### config.mk
export PLATFORM = sky130hd
export DESIGN_NAME = rfirq_top
export DESIGN_NICKNAME = d
export VERILOG_FILES = /design/src/hw/rfirq_pkg.sv /design/src/hw/rfirq_flag_if.sv /design/src/hw/rfirq_flag_reg.sv /design/src/hw/rfirq_top.sv
export SDC_FILE = /design/constraint.sdc
export NUM_CORES = 1
export LEC_CHECK = 0
export BUFFER_PORTS_ARGS = -buffer_cell sky130_fd_sc_hd__buf_2
export CAP_MARGIN = 25
export CORE_UTILIZATION = 57
export CTS_CLUSTER_DIAMETER = 80
export DETAILED_ROUTE_END_ITERATION = 8
export GPL_ROUTABILITY_DRIVEN = 1
export PLACE_DENSITY = 0.88
export SLEW_MARGIN = 20
export SYNTH_ARGS = -nofsm -noshare
export SYNTH_HDL_FRONTEND = slang
export SYNTH_SLANG_ARGS = --single-unit
export TNS_END_PERCENT = 100
### constraint.sdc
create_clock -name clk_sys -period 5.7 [get_ports clk_sys]
set_input_delay 0.855 -clock clk_sys [delete_from_list [all_inputs] [get_ports clk_sys]]
set_output_delay 0.855 -clock clk_sys [all_outputs]
set_load 0.01 [all_outputs]
### src/hw/rfirq_pkg.sv
package rfirq_pkg;

	// ****************************************************************
	// register offsets on the host register port
	// ****************************************************************
	localparam logic [7:0] ADDR_FIFO_CONFIG = 8'h02;
	localparam logic [7:0] ADDR_FILL_COUNT  = 8'h04;
	localparam logic [7:0] ADDR_DATA_PORT   = 8'h05;
	localparam logic [7:0] ADDR_REQ_PRI     = 8'h06;
	localparam logic [7:0] ADDR_REQ_SEC     = 8'h07;
	localparam logic [7:0] ADDR_EN_PRI      = 8'h08;
	localparam logic [7:0] ADDR_EN_SEC      = 8'h09;

	// ****************************************************************
	// widths
	// ****************************************************************
	localparam int PRI_FLAGS = 7;
	localparam int SEC_FLAGS = 6;
	localparam int COUNT_W   = 10;
	localparam int FAULT_W   = 5;

	// ****************************************************************
	// field positions
	// ****************************************************************
	localparam int CFG_DEPTH_BIT  = 7;
	localparam int CFG_UPPER_BIT  = 6;
	localparam int CFG_LOWER_BIT  = 5;
	localparam int CFG_FLUSH_BIT  = 4;
	localparam int SET_MODE_BIT   = 7;
	localparam int SEC_GLOBAL_BIT = 6;
	localparam int EN_INVERT_BIT  = 7;
	localparam int EN_PUSHPULL_BIT = 7;
	localparam int EN_PIN_GATE_BIT = 6;
	// primary request flag positions
	localparam int PRI_UPPER_BIT  = 6;
	localparam int PRI_LOWER_BIT  = 5;
	localparam int PRI_DONE_BIT   = 4;
	localparam int PRI_TX_BIT     = 3;
	localparam int PRI_RX_BIT     = 2;
	localparam int PRI_FAULT_BIT  = 1;
	localparam int PRI_SOF_BIT    = 0;
	// secondary request flag positions
	localparam int SEC_CARD_BIT   = 5;

	// ****************************************************************
	// reset values and fifo depths
	// ****************************************************************
	localparam logic [COUNT_W-1:0]   RST_FILL_COUNT = 10'h000;
	localparam logic [PRI_FLAGS-1:0] RST_REQ_PRI    = 7'h00;
	localparam logic [SEC_FLAGS-1:0] RST_REQ_SEC    = 6'h00;
	localparam logic [7:0]           RST_EN         = 8'h00;
	localparam logic                 RST_DEPTH_SEL  = 1'b0;
	localparam logic [COUNT_W-1:0]   DEPTH_SMALL    = 10'h0ff;
	localparam logic [COUNT_W-1:0]   DEPTH_LARGE    = 10'h200;

endpackage

### src/hw/rfirq_flag_if.sv
`timescale 1ns/100ps
interface rfirq_flag_if #(
	parameter int W = 7
) (
	input wire logic clk_sys,
	input wire logic rst
);
	logic         wr;
	logic         set_mode;
	logic [W-1:0] sel;
	logic [W-1:0] evt;
	logic [W-1:0] flags;

	modport ctl (
		output wr,
		output set_mode,
		output sel,
		output evt,
		input  flags
	);

	modport regs (
		input  clk_sys,
		input  rst,
		input  wr,
		input  set_mode,
		input  sel,
		input  evt,
		output flags
	);
endinterface

### src/hw/rfirq_flag_reg.sv
`timescale 1ns/100ps
module rfirq_flag_reg #(
	parameter int           W       = 7,
	parameter logic [W-1:0] RST_VAL = '0
) (
	rfirq_flag_if.regs bus
);
	logic [W-1:0] next_flags;

	always_comb begin
		next_flags = bus.flags;
		if (bus.wr && bus.set_mode) begin
			next_flags = next_flags | bus.sel;
		end else if (bus.wr) begin
			next_flags = next_flags & ~bus.sel;
		end
		// an event in the clearing cycle still lands
		next_flags = next_flags | bus.evt;
	end

	always_ff @(posedge bus.clk_sys or posedge bus.rst) begin
		if (bus.rst) begin
			bus.flags <= RST_VAL;
		end else begin
			bus.flags <= next_flags;
		end
	end
endmodule

### src/hw/rfirq_top.sv
`timescale 1ns/100ps
module rfirq_top (
	// clock and reset
	input  wire logic                              clk_sys,
	input  wire logic                              rst,
	// host register port
	input  wire logic                              host_start,
	input  wire logic [7:0]                        host_addr,
	input  wire logic                              host_wr,
	input  wire logic                              host_rd,
	input  wire logic [7:0]                        host_wdata,
	output logic      [7:0]                        host_rdata,
	output logic                                   host_rvalid,
	// fifo storage outside
	output logic                                   fifo_push,
	output logic      [7:0]                        fifo_push_data,
	output logic                                   fifo_pop,
	output logic                                   fifo_flush,
	output logic                                   fifo_depth_select,
	input  wire logic [7:0]                        fifo_head_data,
	// live watermark levels
	input  wire logic                              upper_watermark_live,
	input  wire logic                              lower_watermark_live,
	// transceiver events
	input  wire logic                              command_done_event,
	input  wire logic                              command_idle_by_host,
	input  wire logic                              transmit_done_event,
	input  wire logic                              receive_done_event,
	input  wire logic                              frame_start_event,
	// fault levels
	input  wire logic                              buffer_write_fault,
	input  wire logic                              buffer_overrun_fault,
	input  wire logic                              protocol_fault,
	input  wire logic                              empty_send_fault,
	input  wire logic                              integrity_fault,
	// card detection and timers
	input  wire logic                              card_presence_event,
	input  wire logic [4:0]                        counter_expiry_event,
	// interrupt pin
	output logic                                   irq_pin_out,
	output logic                                   irq_pin_oe
);

	// ****************************************************************
	// declarations
	// ****************************************************************
	logic [7:0]                             addr_ptr;
	logic [7:0]                             next_addr_ptr;
	logic [7:0]                             acc_addr;
	logic                                   acc_any;
	logic                                   wr_data_port;
	logic                                   rd_data_port;
	logic                                   wr_config;
	logic                                   flush_req;
	logic [rfirq_pkg::COUNT_W-1:0]          fill_count;
	logic [rfirq_pkg::COUNT_W-1:0]          next_fill_count;
	logic [rfirq_pkg::COUNT_W-1:0]          depth_limit;
	logic                                   push_ok;
	logic                                   pop_ok;
	logic [1:0]                             count_high;
	logic [7:0]                             request_enable_primary;
	logic [7:0]                             request_enable_secondary;
	logic                                   combined_request;
	logic                                   next_combined;
	logic                                   pin_level;
	logic                                   upper_prev;
	logic                                   lower_prev;
	logic [rfirq_pkg::FAULT_W-1:0]          fault_vec;
	logic [rfirq_pkg::FAULT_W-1:0]          fault_prev;
	logic                                   fault_rise;
	logic [rfirq_pkg::PRI_FLAGS-1:0]        pri_evt;
	logic [rfirq_pkg::SEC_FLAGS-1:0]        sec_evt;
	logic [7:0]                             next_rdata;

	rfirq_flag_if #(.W(rfirq_pkg::PRI_FLAGS)) pri_if (
		.clk_sys (clk_sys),
		.rst     (rst)
	);
	rfirq_flag_if #(.W(rfirq_pkg::SEC_FLAGS)) sec_if (
		.clk_sys (clk_sys),
		.rst     (rst)
	);

	// ****************************************************************
	// address pointer
	// ****************************************************************
	// a start pulse may carry its own first access
	assign acc_addr = host_start ? host_addr : addr_ptr;
	assign acc_any  = host_wr | host_rd;

	always_comb begin
		next_addr_ptr = acc_addr;
		if (acc_any && (acc_addr != rfirq_pkg::ADDR_DATA_PORT)) begin
			next_addr_ptr = acc_addr + 8'h01;
		end
	end

	always_ff @(posedge clk_sys or posedge rst) begin
		if (rst) begin
			addr_ptr <= 8'h00;
		end else begin
			addr_ptr <= next_addr_ptr;
		end
	end

	// ****************************************************************
	// access decode
	// ****************************************************************
	assign wr_data_port = host_wr && (acc_addr == rfirq_pkg::ADDR_DATA_PORT);
	assign rd_data_port = host_rd && (acc_addr == rfirq_pkg::ADDR_DATA_PORT);
	assign wr_config    = host_wr && (acc_addr == rfirq_pkg::ADDR_FIFO_CONFIG);
	assign flush_req    = wr_config && host_wdata[rfirq_pkg::CFG_FLUSH_BIT];

	// ****************************************************************
	// fill count
	// ****************************************************************
	assign depth_limit = fifo_depth_select ? rfirq_pkg::DEPTH_SMALL : rfirq_pkg::DEPTH_LARGE;
	// full and empty refuse the access so the count stays honest
	assign push_ok     = wr_data_port && (fill_count < depth_limit);
	assign pop_ok      = rd_data_port && (fill_count != '0);

	always_comb begin
		next_fill_count = fill_count;
		if (flush_req) begin
			next_fill_count = '0;
		end else if (push_ok) begin
			next_fill_count = fill_count + 10'h001;
		end else if (pop_ok) begin
			next_fill_count = fill_count - 10'h001;
		end
	end

	always_ff @(posedge clk_sys or posedge rst) begin
		if (rst) begin
			fill_count <= rfirq_pkg::RST_FILL_COUNT;
		end else begin
			fill_count <= next_fill_count;
		end
	end

	// high bits only in large mode
	assign count_high = fifo_depth_select ? 2'h0 : fill_count[9:8];

	// ****************************************************************
	// fifo strobes and configuration
	// ****************************************************************
	always_ff @(posedge clk_sys or posedge rst) begin
		if (rst) begin
			fifo_push      <= 1'b0;
			fifo_push_data <= 8'h00;
			fifo_pop       <= 1'b0;
			fifo_flush     <= 1'b0;
		end else begin
			fifo_push      <= push_ok && !flush_req;
			fifo_push_data <= host_wdata;
			fifo_pop       <= pop_ok;
			fifo_flush     <= flush_req;
		end
	end

	always_ff @(posedge clk_sys or posedge rst) begin
		if (rst) begin
			fifo_depth_select <= rfirq_pkg::RST_DEPTH_SEL;
		end else if (wr_config) begin
			fifo_depth_select <= host_wdata[rfirq_pkg::CFG_DEPTH_BIT];
		end
	end

	// ****************************************************************
	// enable registers
	// ****************************************************************
	always_ff @(posedge clk_sys or posedge rst) begin
		if (rst) begin
			request_enable_primary   <= rfirq_pkg::RST_EN;
			request_enable_secondary <= rfirq_pkg::RST_EN;
		end else begin
			if (host_wr && (acc_addr == rfirq_pkg::ADDR_EN_PRI)) begin
				request_enable_primary <= host_wdata;
			end
			if (host_wr && (acc_addr == rfirq_pkg::ADDR_EN_SEC)) begin
				request_enable_secondary <= host_wdata;
			end
		end
	end

	// ****************************************************************
	// event edge detection
	// ****************************************************************
	assign fault_vec = {buffer_write_fault, buffer_overrun_fault, protocol_fault,
			empty_send_fault, integrity_fault};

	always_ff @(posedge clk_sys or posedge rst) begin
		if (rst) begin
			upper_prev <= 1'b0;
			lower_prev <= 1'b0;
			fault_prev <= '0;
		end else begin
			upper_prev <= upper_watermark_live;
			lower_prev <= lower_watermark_live;
			fault_prev <= fault_vec;
		end
	end

	assign fault_rise = |(fault_vec & ~fault_prev);

	always_comb begin
		pri_evt = '0;
		pri_evt[rfirq_pkg::PRI_UPPER_BIT] = upper_watermark_live && !upper_prev;
		pri_evt[rfirq_pkg::PRI_LOWER_BIT] = lower_watermark_live && !lower_prev;
		pri_evt[rfirq_pkg::PRI_DONE_BIT]  = command_done_event && !command_idle_by_host;
		pri_evt[rfirq_pkg::PRI_TX_BIT]    = transmit_done_event;
		pri_evt[rfirq_pkg::PRI_RX_BIT]    = receive_done_event;
		pri_evt[rfirq_pkg::PRI_FAULT_BIT] = fault_rise;
		pri_evt[rfirq_pkg::PRI_SOF_BIT]   = frame_start_event;
	end

	always_comb begin
		sec_evt = {1'b0, counter_expiry_event};
		sec_evt[rfirq_pkg::SEC_CARD_BIT] = card_presence_event;
	end

	// ****************************************************************
	// request flag registers
	// ****************************************************************
	// primary set/clear write
	assign pri_if.wr       = host_wr && (acc_addr == rfirq_pkg::ADDR_REQ_PRI);
	assign pri_if.set_mode = host_wdata[rfirq_pkg::SET_MODE_BIT];
	assign pri_if.sel      = host_wdata[rfirq_pkg::PRI_FLAGS-1:0];
	assign pri_if.evt      = pri_evt;

	assign sec_if.wr       = host_wr && (acc_addr == rfirq_pkg::ADDR_REQ_SEC);
	assign sec_if.set_mode = host_wdata[rfirq_pkg::SET_MODE_BIT];
	assign sec_if.sel      = host_wdata[rfirq_pkg::SEC_FLAGS-1:0];
	assign sec_if.evt      = sec_evt;

	rfirq_flag_reg #(
		.W       (rfirq_pkg::PRI_FLAGS),
		.RST_VAL (rfirq_pkg::RST_REQ_PRI)
	) u_req_pri (
		.bus (pri_if)
	);

	rfirq_flag_reg #(
		.W       (rfirq_pkg::SEC_FLAGS),
		.RST_VAL (rfirq_pkg::RST_REQ_SEC)
	) u_req_sec (
		.bus (sec_if)
	);

	// ****************************************************************
	// global request and pin
	// ****************************************************************
	// enabled flags OR'd
	assign next_combined =
		|(pri_if.flags & request_enable_primary[rfirq_pkg::PRI_FLAGS-1:0]) |
		|(sec_if.flags & request_enable_secondary[rfirq_pkg::SEC_FLAGS-1:0]);

	assign pin_level =
		(next_combined && request_enable_secondary[rfirq_pkg::EN_PIN_GATE_BIT]) ^
		request_enable_primary[rfirq_pkg::EN_INVERT_BIT];

	always_ff @(posedge clk_sys or posedge rst) begin
		if (rst) begin
			combined_request <= 1'b0;
		end else begin
			combined_request <= next_combined;
		end
	end

	// open drain only pulls low, so high leaves the pin released
	always_ff @(posedge clk_sys or posedge rst) begin
		if (rst) begin
			irq_pin_out <= 1'b0;
			irq_pin_oe  <= 1'b0;
		end else begin
			irq_pin_out <= pin_level;
			irq_pin_oe  <= request_enable_secondary[rfirq_pkg::EN_PUSHPULL_BIT] || !pin_level;
		end
	end

	// ****************************************************************
	// read path
	// ****************************************************************
	always_comb begin
		next_rdata = 8'h00;
		unique case (acc_addr)
			rfirq_pkg::ADDR_FIFO_CONFIG: begin
				next_rdata = {fifo_depth_select, upper_watermark_live, lower_watermark_live,
						3'h0, count_high};
			end
			rfirq_pkg::ADDR_FILL_COUNT: begin
				next_rdata = fill_count[7:0];
			end
			rfirq_pkg::ADDR_DATA_PORT: begin
				next_rdata = fifo_head_data;
			end
			rfirq_pkg::ADDR_REQ_PRI: begin
				next_rdata = {1'b0, pri_if.flags};
			end
			rfirq_pkg::ADDR_REQ_SEC: begin
				next_rdata = {1'b0, combined_request, sec_if.flags};
			end
			rfirq_pkg::ADDR_EN_PRI: begin
				next_rdata = request_enable_primary;
			end
			rfirq_pkg::ADDR_EN_SEC: begin
				next_rdata = request_enable_secondary;
			end
			default: begin
				next_rdata = 8'h00;
			end
		endcase
	end

	always_ff @(posedge clk_sys or posedge rst) begin
		if (rst) begin
			host_rdata  <= 8'h00;
			host_rvalid <= 1'b0;
		end else begin
			host_rvalid <= host_rd;
			if (host_rd) begin
				host_rdata <= next_rdata;
			end
		end
	end

endmodule
Word-level counts from Yosys, hierarchy flattened. Index checks and enable logic that the tools add are counted.

Input port bits: 47. Output and inout bits: 23. Bits in registers: 78. Logic and storage cells: 87.

Bitwise logic cells: 15. Multiplexer cells: 12. Reduce and logical (&&, ||, !) cells: 29. Equal/unequal tests: 8. Add/sub/neg operators: 3. $lt $le $gt $ge: 1.

Operators by type and width (count): 8-bit case mux with 7 select lines (1); 10-bit 2-to-1 mux (4); 8-bit by 3-bit equality test with 1-bit output, second input constant (4); 1-bit logical AND (18); 8-bit by 4-bit equality test with 1-bit output, second input constant (2); 8-bit 2-to-1 mux (2); 7-bit AND (2); 7-bit 2-to-1 mux (2); 7-bit OR (2); 6-bit AND (2); 6-bit 2-to-1 mux (2); 6-bit OR (2); 10-bit by 1-bit adder with 10-bit output, second input constant (1); 10-bit < comparator (1); 10-bit nonzero test (1); 10-bit by 1-bit subtractor with 10-bit output, second input constant (1); 8-bit by 1-bit adder with 8-bit output, second input constant (1); 8-bit by 2-bit equality test with 1-bit output, second input constant (1); 8-bit by 3-bit inequality test with 1-bit output, second input constant (1); 7-bit inverter (1); 7-bit OR reduction (1); 6-bit inverter (1); 6-bit OR reduction (1); 5-bit AND (1); 8 further kinds (13).

Longest topological paths before layout.
Word-level depth: 7. Gate-level depth with buffers: 16. Depth with buffers taken out: 15.

Cells and area by module. Synthesis repeated with hierarchy kept, for this count alone.

Cell total of the unflattened synthesis: 383. Area total of the unflattened synthesis: 4395.5 um^2.

Modules (own cells, without submodules): rfirq_top (cells an instance 340, instances 1, area an instance 3784.9 um^2); rfirq_flag_reg at u_req_pri (cells an instance 23, instances 1, area an instance 325.3 um^2); rfirq_flag_reg at u_req_sec (cells an instance 20, instances 1, area an instance 285.3 um^2).

Least setup slack after synthesis. No wires, ideal clock.

Path type: input to register. Start point: input port host_start. End point: register fill_count[9] (netlist bit). Library setup time: 0.139 ns. Slack: 1.065 ns. Data required time: 5.561 ns. Stages: 16. Path buffers: 3. Arrival time: 4.496 ns. Path through: buf_6 > clkbuf_1 > mux2i_1 > inv_1 > ha_1 > and2_1 > buf_4 > and2_1 > inv_1 > ha_1 > a211oi_1 > o211ai_1 > and4b_1 > or4_1 > and3_1 > or4_1.

Word-level cells in the longest chain between the ends: 6. Elaborated cells on any way between the ends: 12.

Ends and longest elaborated chain: start, declared (line rfirq_top.sv:7) `input wire logic host_start,`; 8-bit 2-to-1 mux (*) (line rfirq_top.sv:88) `assign acc_addr = host_start ? host_addr : addr_ptr;`; 8-bit by 3-bit equality test with 1-bit output (line rfirq_top.sv:109, rfirq_top.sv:110); 1-bit logical AND (line rfirq_top.sv:109) `assign wr_data_port = host_wr && (acc_addr == rfirq_pkg::ADDR_DATA_PORT);`; 1-bit logical AND (line rfirq_top.sv:119) `assign push_ok = wr_data_port && (fill_count < depth_limit);`; 10-bit 2-to-1 mux (line rfirq_top.sv:126) `end else if (push_ok) begin`; 10-bit 2-to-1 mux (line rfirq_top.sv:124) `if (flush_req) begin`; end signal, assigned (line rfirq_top.sv:135) `fill_count <= rfirq_pkg::RST_FILL_COUNT;`; end signal, assigned (line rfirq_top.sv:137) `fill_count <= next_fill_count;`; end, declared (line rfirq_top.sv:55) `logic [rfirq_pkg::COUNT_W-1:0] fill_count;`.

Mark *: on every way between the ends. The rest lies on a longest branch, timed or not. A chain may end at the register's enable or synchronous reset.

Worst setup path in the final report. Ends and elaborated chain as after synthesis.

==> flow_summary.ini <==
[run_status]
status = completed

[worst_setup_path]
rr_startpoint = fifo_depth_select
worstPathRequired_ns = 5.92
end_kind = flip-flop
cp_slowest_cell = or4_1
path_cells = buf_2 > or3b_1 > a222oi_1 > buf_4 > and2_1 > and2_1 > inv_1 > ha_1 > a21oi_1 > a21boi_0 > and4b_1 > or4_1 > and3_1 > or4_1
worst-r2r-setup-slack_ns = 0.96
max_stage_delay_ns = 0.54
path_max_fanout = 23
r2r_end = fill_count[9]
reg2reg_depth = 16
crit_path_start_kind = primary input
crit_arrival_ns = 5.01
path_class = primary input to flip-flop

[synth]
synthFlopType = dfrtp_1
syn-num-nets = 452
ys_ff_latch = 78
syn_inst = 383
async_reset_ff_share_pct = 100
ys_seq_area_share_pct = 46.5
yosysUniqueCellTypes = 57
yosys_warnings = 0
synth_area_um2 = 4200
synth.avg_cell_area_um2 = 11.0
synth_edf_count = 0

[sta]
rsz0062_at_grt = false
maxSlewViolCount = 0
max_freq_mhz = 209
setup_viol = 0
finClkSkew_ns = 0.00702
final.setup.worst_slack_ns = 0.917
worst_pin_slew_ns = 0.695
tns_ns = 0
period_share_pct = 83.9
fin_crit_ns = 4.78
final-hold-violation-count = 0
fin_hold_ws_ns = 0.433
relSlewSlack_pct = 53.4

[routing]
ant_nets = 0
vias = 3638
firstDrtPassIters = 6
vias_per_cell = 6.54
wl_um = 10600
drtIter0Drc = 575
drc = 0
wl_per_cell_um = 19.0

[cts]
numCtsBuffers = 9
cts_hold_buf = 0
h-tree-depth = 3
ctsResizeCount = 0
clkLatencyLatePin_ns = 0.35
clkSinkCount = 78
cts-root-buf = clkbuf_8
cts_buffer_depth = 2
cts_tree = yes
cts_setup_buffers = 0
clk_pin_slew_worst_paths_ns = 0.08

[placement]
dpl.hpwl_um = 7700
place_congestion = 0.953
dpl_cell_area_um2 = 4630
placed_cells = 539
pre_cts_ws_ns = 0.648
io_buffers = 69

[final_layout]
stdcell_count = 556
seqCellArea_um2 = 1950
diodes = 0
multi_input_area_um2 = 2130
area_growth_pct = 15.6
drive_above_1_share_pct = 25.0
fillers = 486
final_nets = 524
final_area_um2 = 4860

[worst_hold_path]
hold_class = flip-flop to flip-flop
hold-path-endpoint = u_req_pri.bus.flags[5]
min_from = lower_prev
whs_path_depth = 1

[power]
leakage_nw = 2.27
powerDensity_nw_per_um2 = 354
ir_worst_vdd_mv = 0.229

[floorplanning]
dieArea_um2 = 7720
die_width_um = 87.9
rows = 30
ioPinCount = 70
fp.dieH_um = 87.9
coreArea_um2 = 6940
start_util_pct = 60.5

[grt]
first_global_vias = 3481
grt_max_degree = 79
track_usage_pct = 28.7
grt_overflow_total = 0
grt_pass1_wl_um = 16600
antenna_found_initial = 0

[run]
drv_cap = 0
-- synth_stat cells (6+ instances only) --
master,number,area share (%)
dfrtp_1,78,46
nand2_1,30,2.7
ha_1,21,6.3
mux2_2,19,5.1
mux2i_1,19,4.5
nor2_1,18,1.6
inv_1,17,1.5
a21oi_1,10,1.2
a222oi_1,10,2.4
o21ai_0,9,1.1
a22oi_1,8,1.4
a311o_1,8,1.9
nand3_1,8,0.95
o2bb2ai_1,8,1.7
xnor2_1,8,1.7
xor2_1,7,1.5
a32oi_1,6,1.3
and3_1,6,0.89
clkbuf_1,6,0.54
-- routing by layer --
metal | vias to the layer above | wire (µm) | track usage (%)
li1 | 1594 | - | -
met1 | 1761 | 4120 | 36.3
met2 | 239 | 5140 | 47.3
met3 | 44 | 966 | 6.97
met4 | 0 | 335 | 12.2
met5 | - | 0 | 0
-- kinds of logic after synthesis --
logic type | Yosys count | share of synthesized area (%)
AOI/OAI and AO/OA | 102 | 18.8
and+or+nand+nor | 98 | 12.3
DFF | 78 | 46.5
muxes | 38 | 9.62
buffers and inverters | 30 | 3.04
adders and majority gates | 22 | 6.73
xor gates and xnor gates | 15 | 3.13
-- worst max-delay path, delay by kind of cell --
kind | cells | cell delay (ns)
adder cells (fa/ha/maj) | 1 | 0.38
AND/OR/NAND/NOR | 7 | 2.28
buffers and inverters | 3 | 0.70
AO/OA/AOI/OAI | 3 | 0.79
-- cells in the final DEF, fill, tap and decap left out, drive strengths merged, types with 3 or more instances in the layout --
master,synthesis,final
clkinvlp,0,3
buf,6,73
o21ai,11,11
nor3,5,5
nand2b,5,5
mux2i,19,19
xnor2,8,8
a221oi,4,4
nor2,18,18
nand2,30,30
o2bb2ai,8,8
ha,21,21
and2,5,5
inv,17,19
a311o,8,8
a22oi,8,8
a22o,3,3
o22ai,5,5
nand3,8,8
a21oi,10,10
a32oi,6,6
or3b,3,3
a21o,3,3
or4,3,3
a211oi,5,5
and3,6,6
nor3b,3,3
dfrtp,78,78
clkbuf,6,10
a222oi,10,10
a21boi,9,9
mux2,19,19
xor2,7,7
nor2b,5,5
-- where the power goes --
| group | internal, W | switching [W] |
|---|---|---|
| logic | 0.000276 | 0.000341 |
| clock network | 0.000205 | 0.000209 |
| registers | 0.000616 | 0.0000716 |
| total | 0.00110 | 0.000622 |
-- registers in the layout, indices dropped and copies added, names as in the netlist --
name                      count
request_enable_secondary      8
addr_ptr                      8
u_req_pri.bus.flags           7
irq_pin_oe                    1
u_req_sec.bus.flags           6
combined_request              1
host_rdata                    8
fifo_flush                    1
request_enable_primary        8
fifo_depth_select             1
lower_prev                    1
irq_pin_out                   1
fault_prev                    5
upper_prev                    1
fifo_push_data                8
fifo_pop                      1
fill_count                   10
host_rvalid                   1
fifo_push                     1
-- how the worst max path moves through the flow --
stage / start / slack [ns] / endpoint
after floorplan: host_start / 1.07 / fill_count[9]
after global placement: host_start / 0.80 / fill_count[9]
after detailed placement: host_start / 0.65 / fill_count[9]
after CTS: host_start / 1.01 / fill_count[9]
after global routing: host_start / 0.70 / fill_count[9]
final: host_start / 0.92 / fill_count[9]
-- cell type report --
class | count | area share (%)
well taps | 96 | 2.47
clock buffers | 10 | 2.63
flip-flops and latches | 78 | 40.2
inverters | 18 | 1.39
clock inverters | 6 | 1.44
multi-input cells | 275 | 43.8
repair buffers | 73 | 8.14
-- through the flow --
step                      util (%)  total power [W]
final                         70.0          0.00172
after global routing          70.0          0.00182
after CTS                     69.5          0.00170
after detailed placement      66.7          0.00129
after global placement        66.7          0.00125
after floorplan                  -          0.00112
Note: power is estimated with default switching activity, not from simulation.
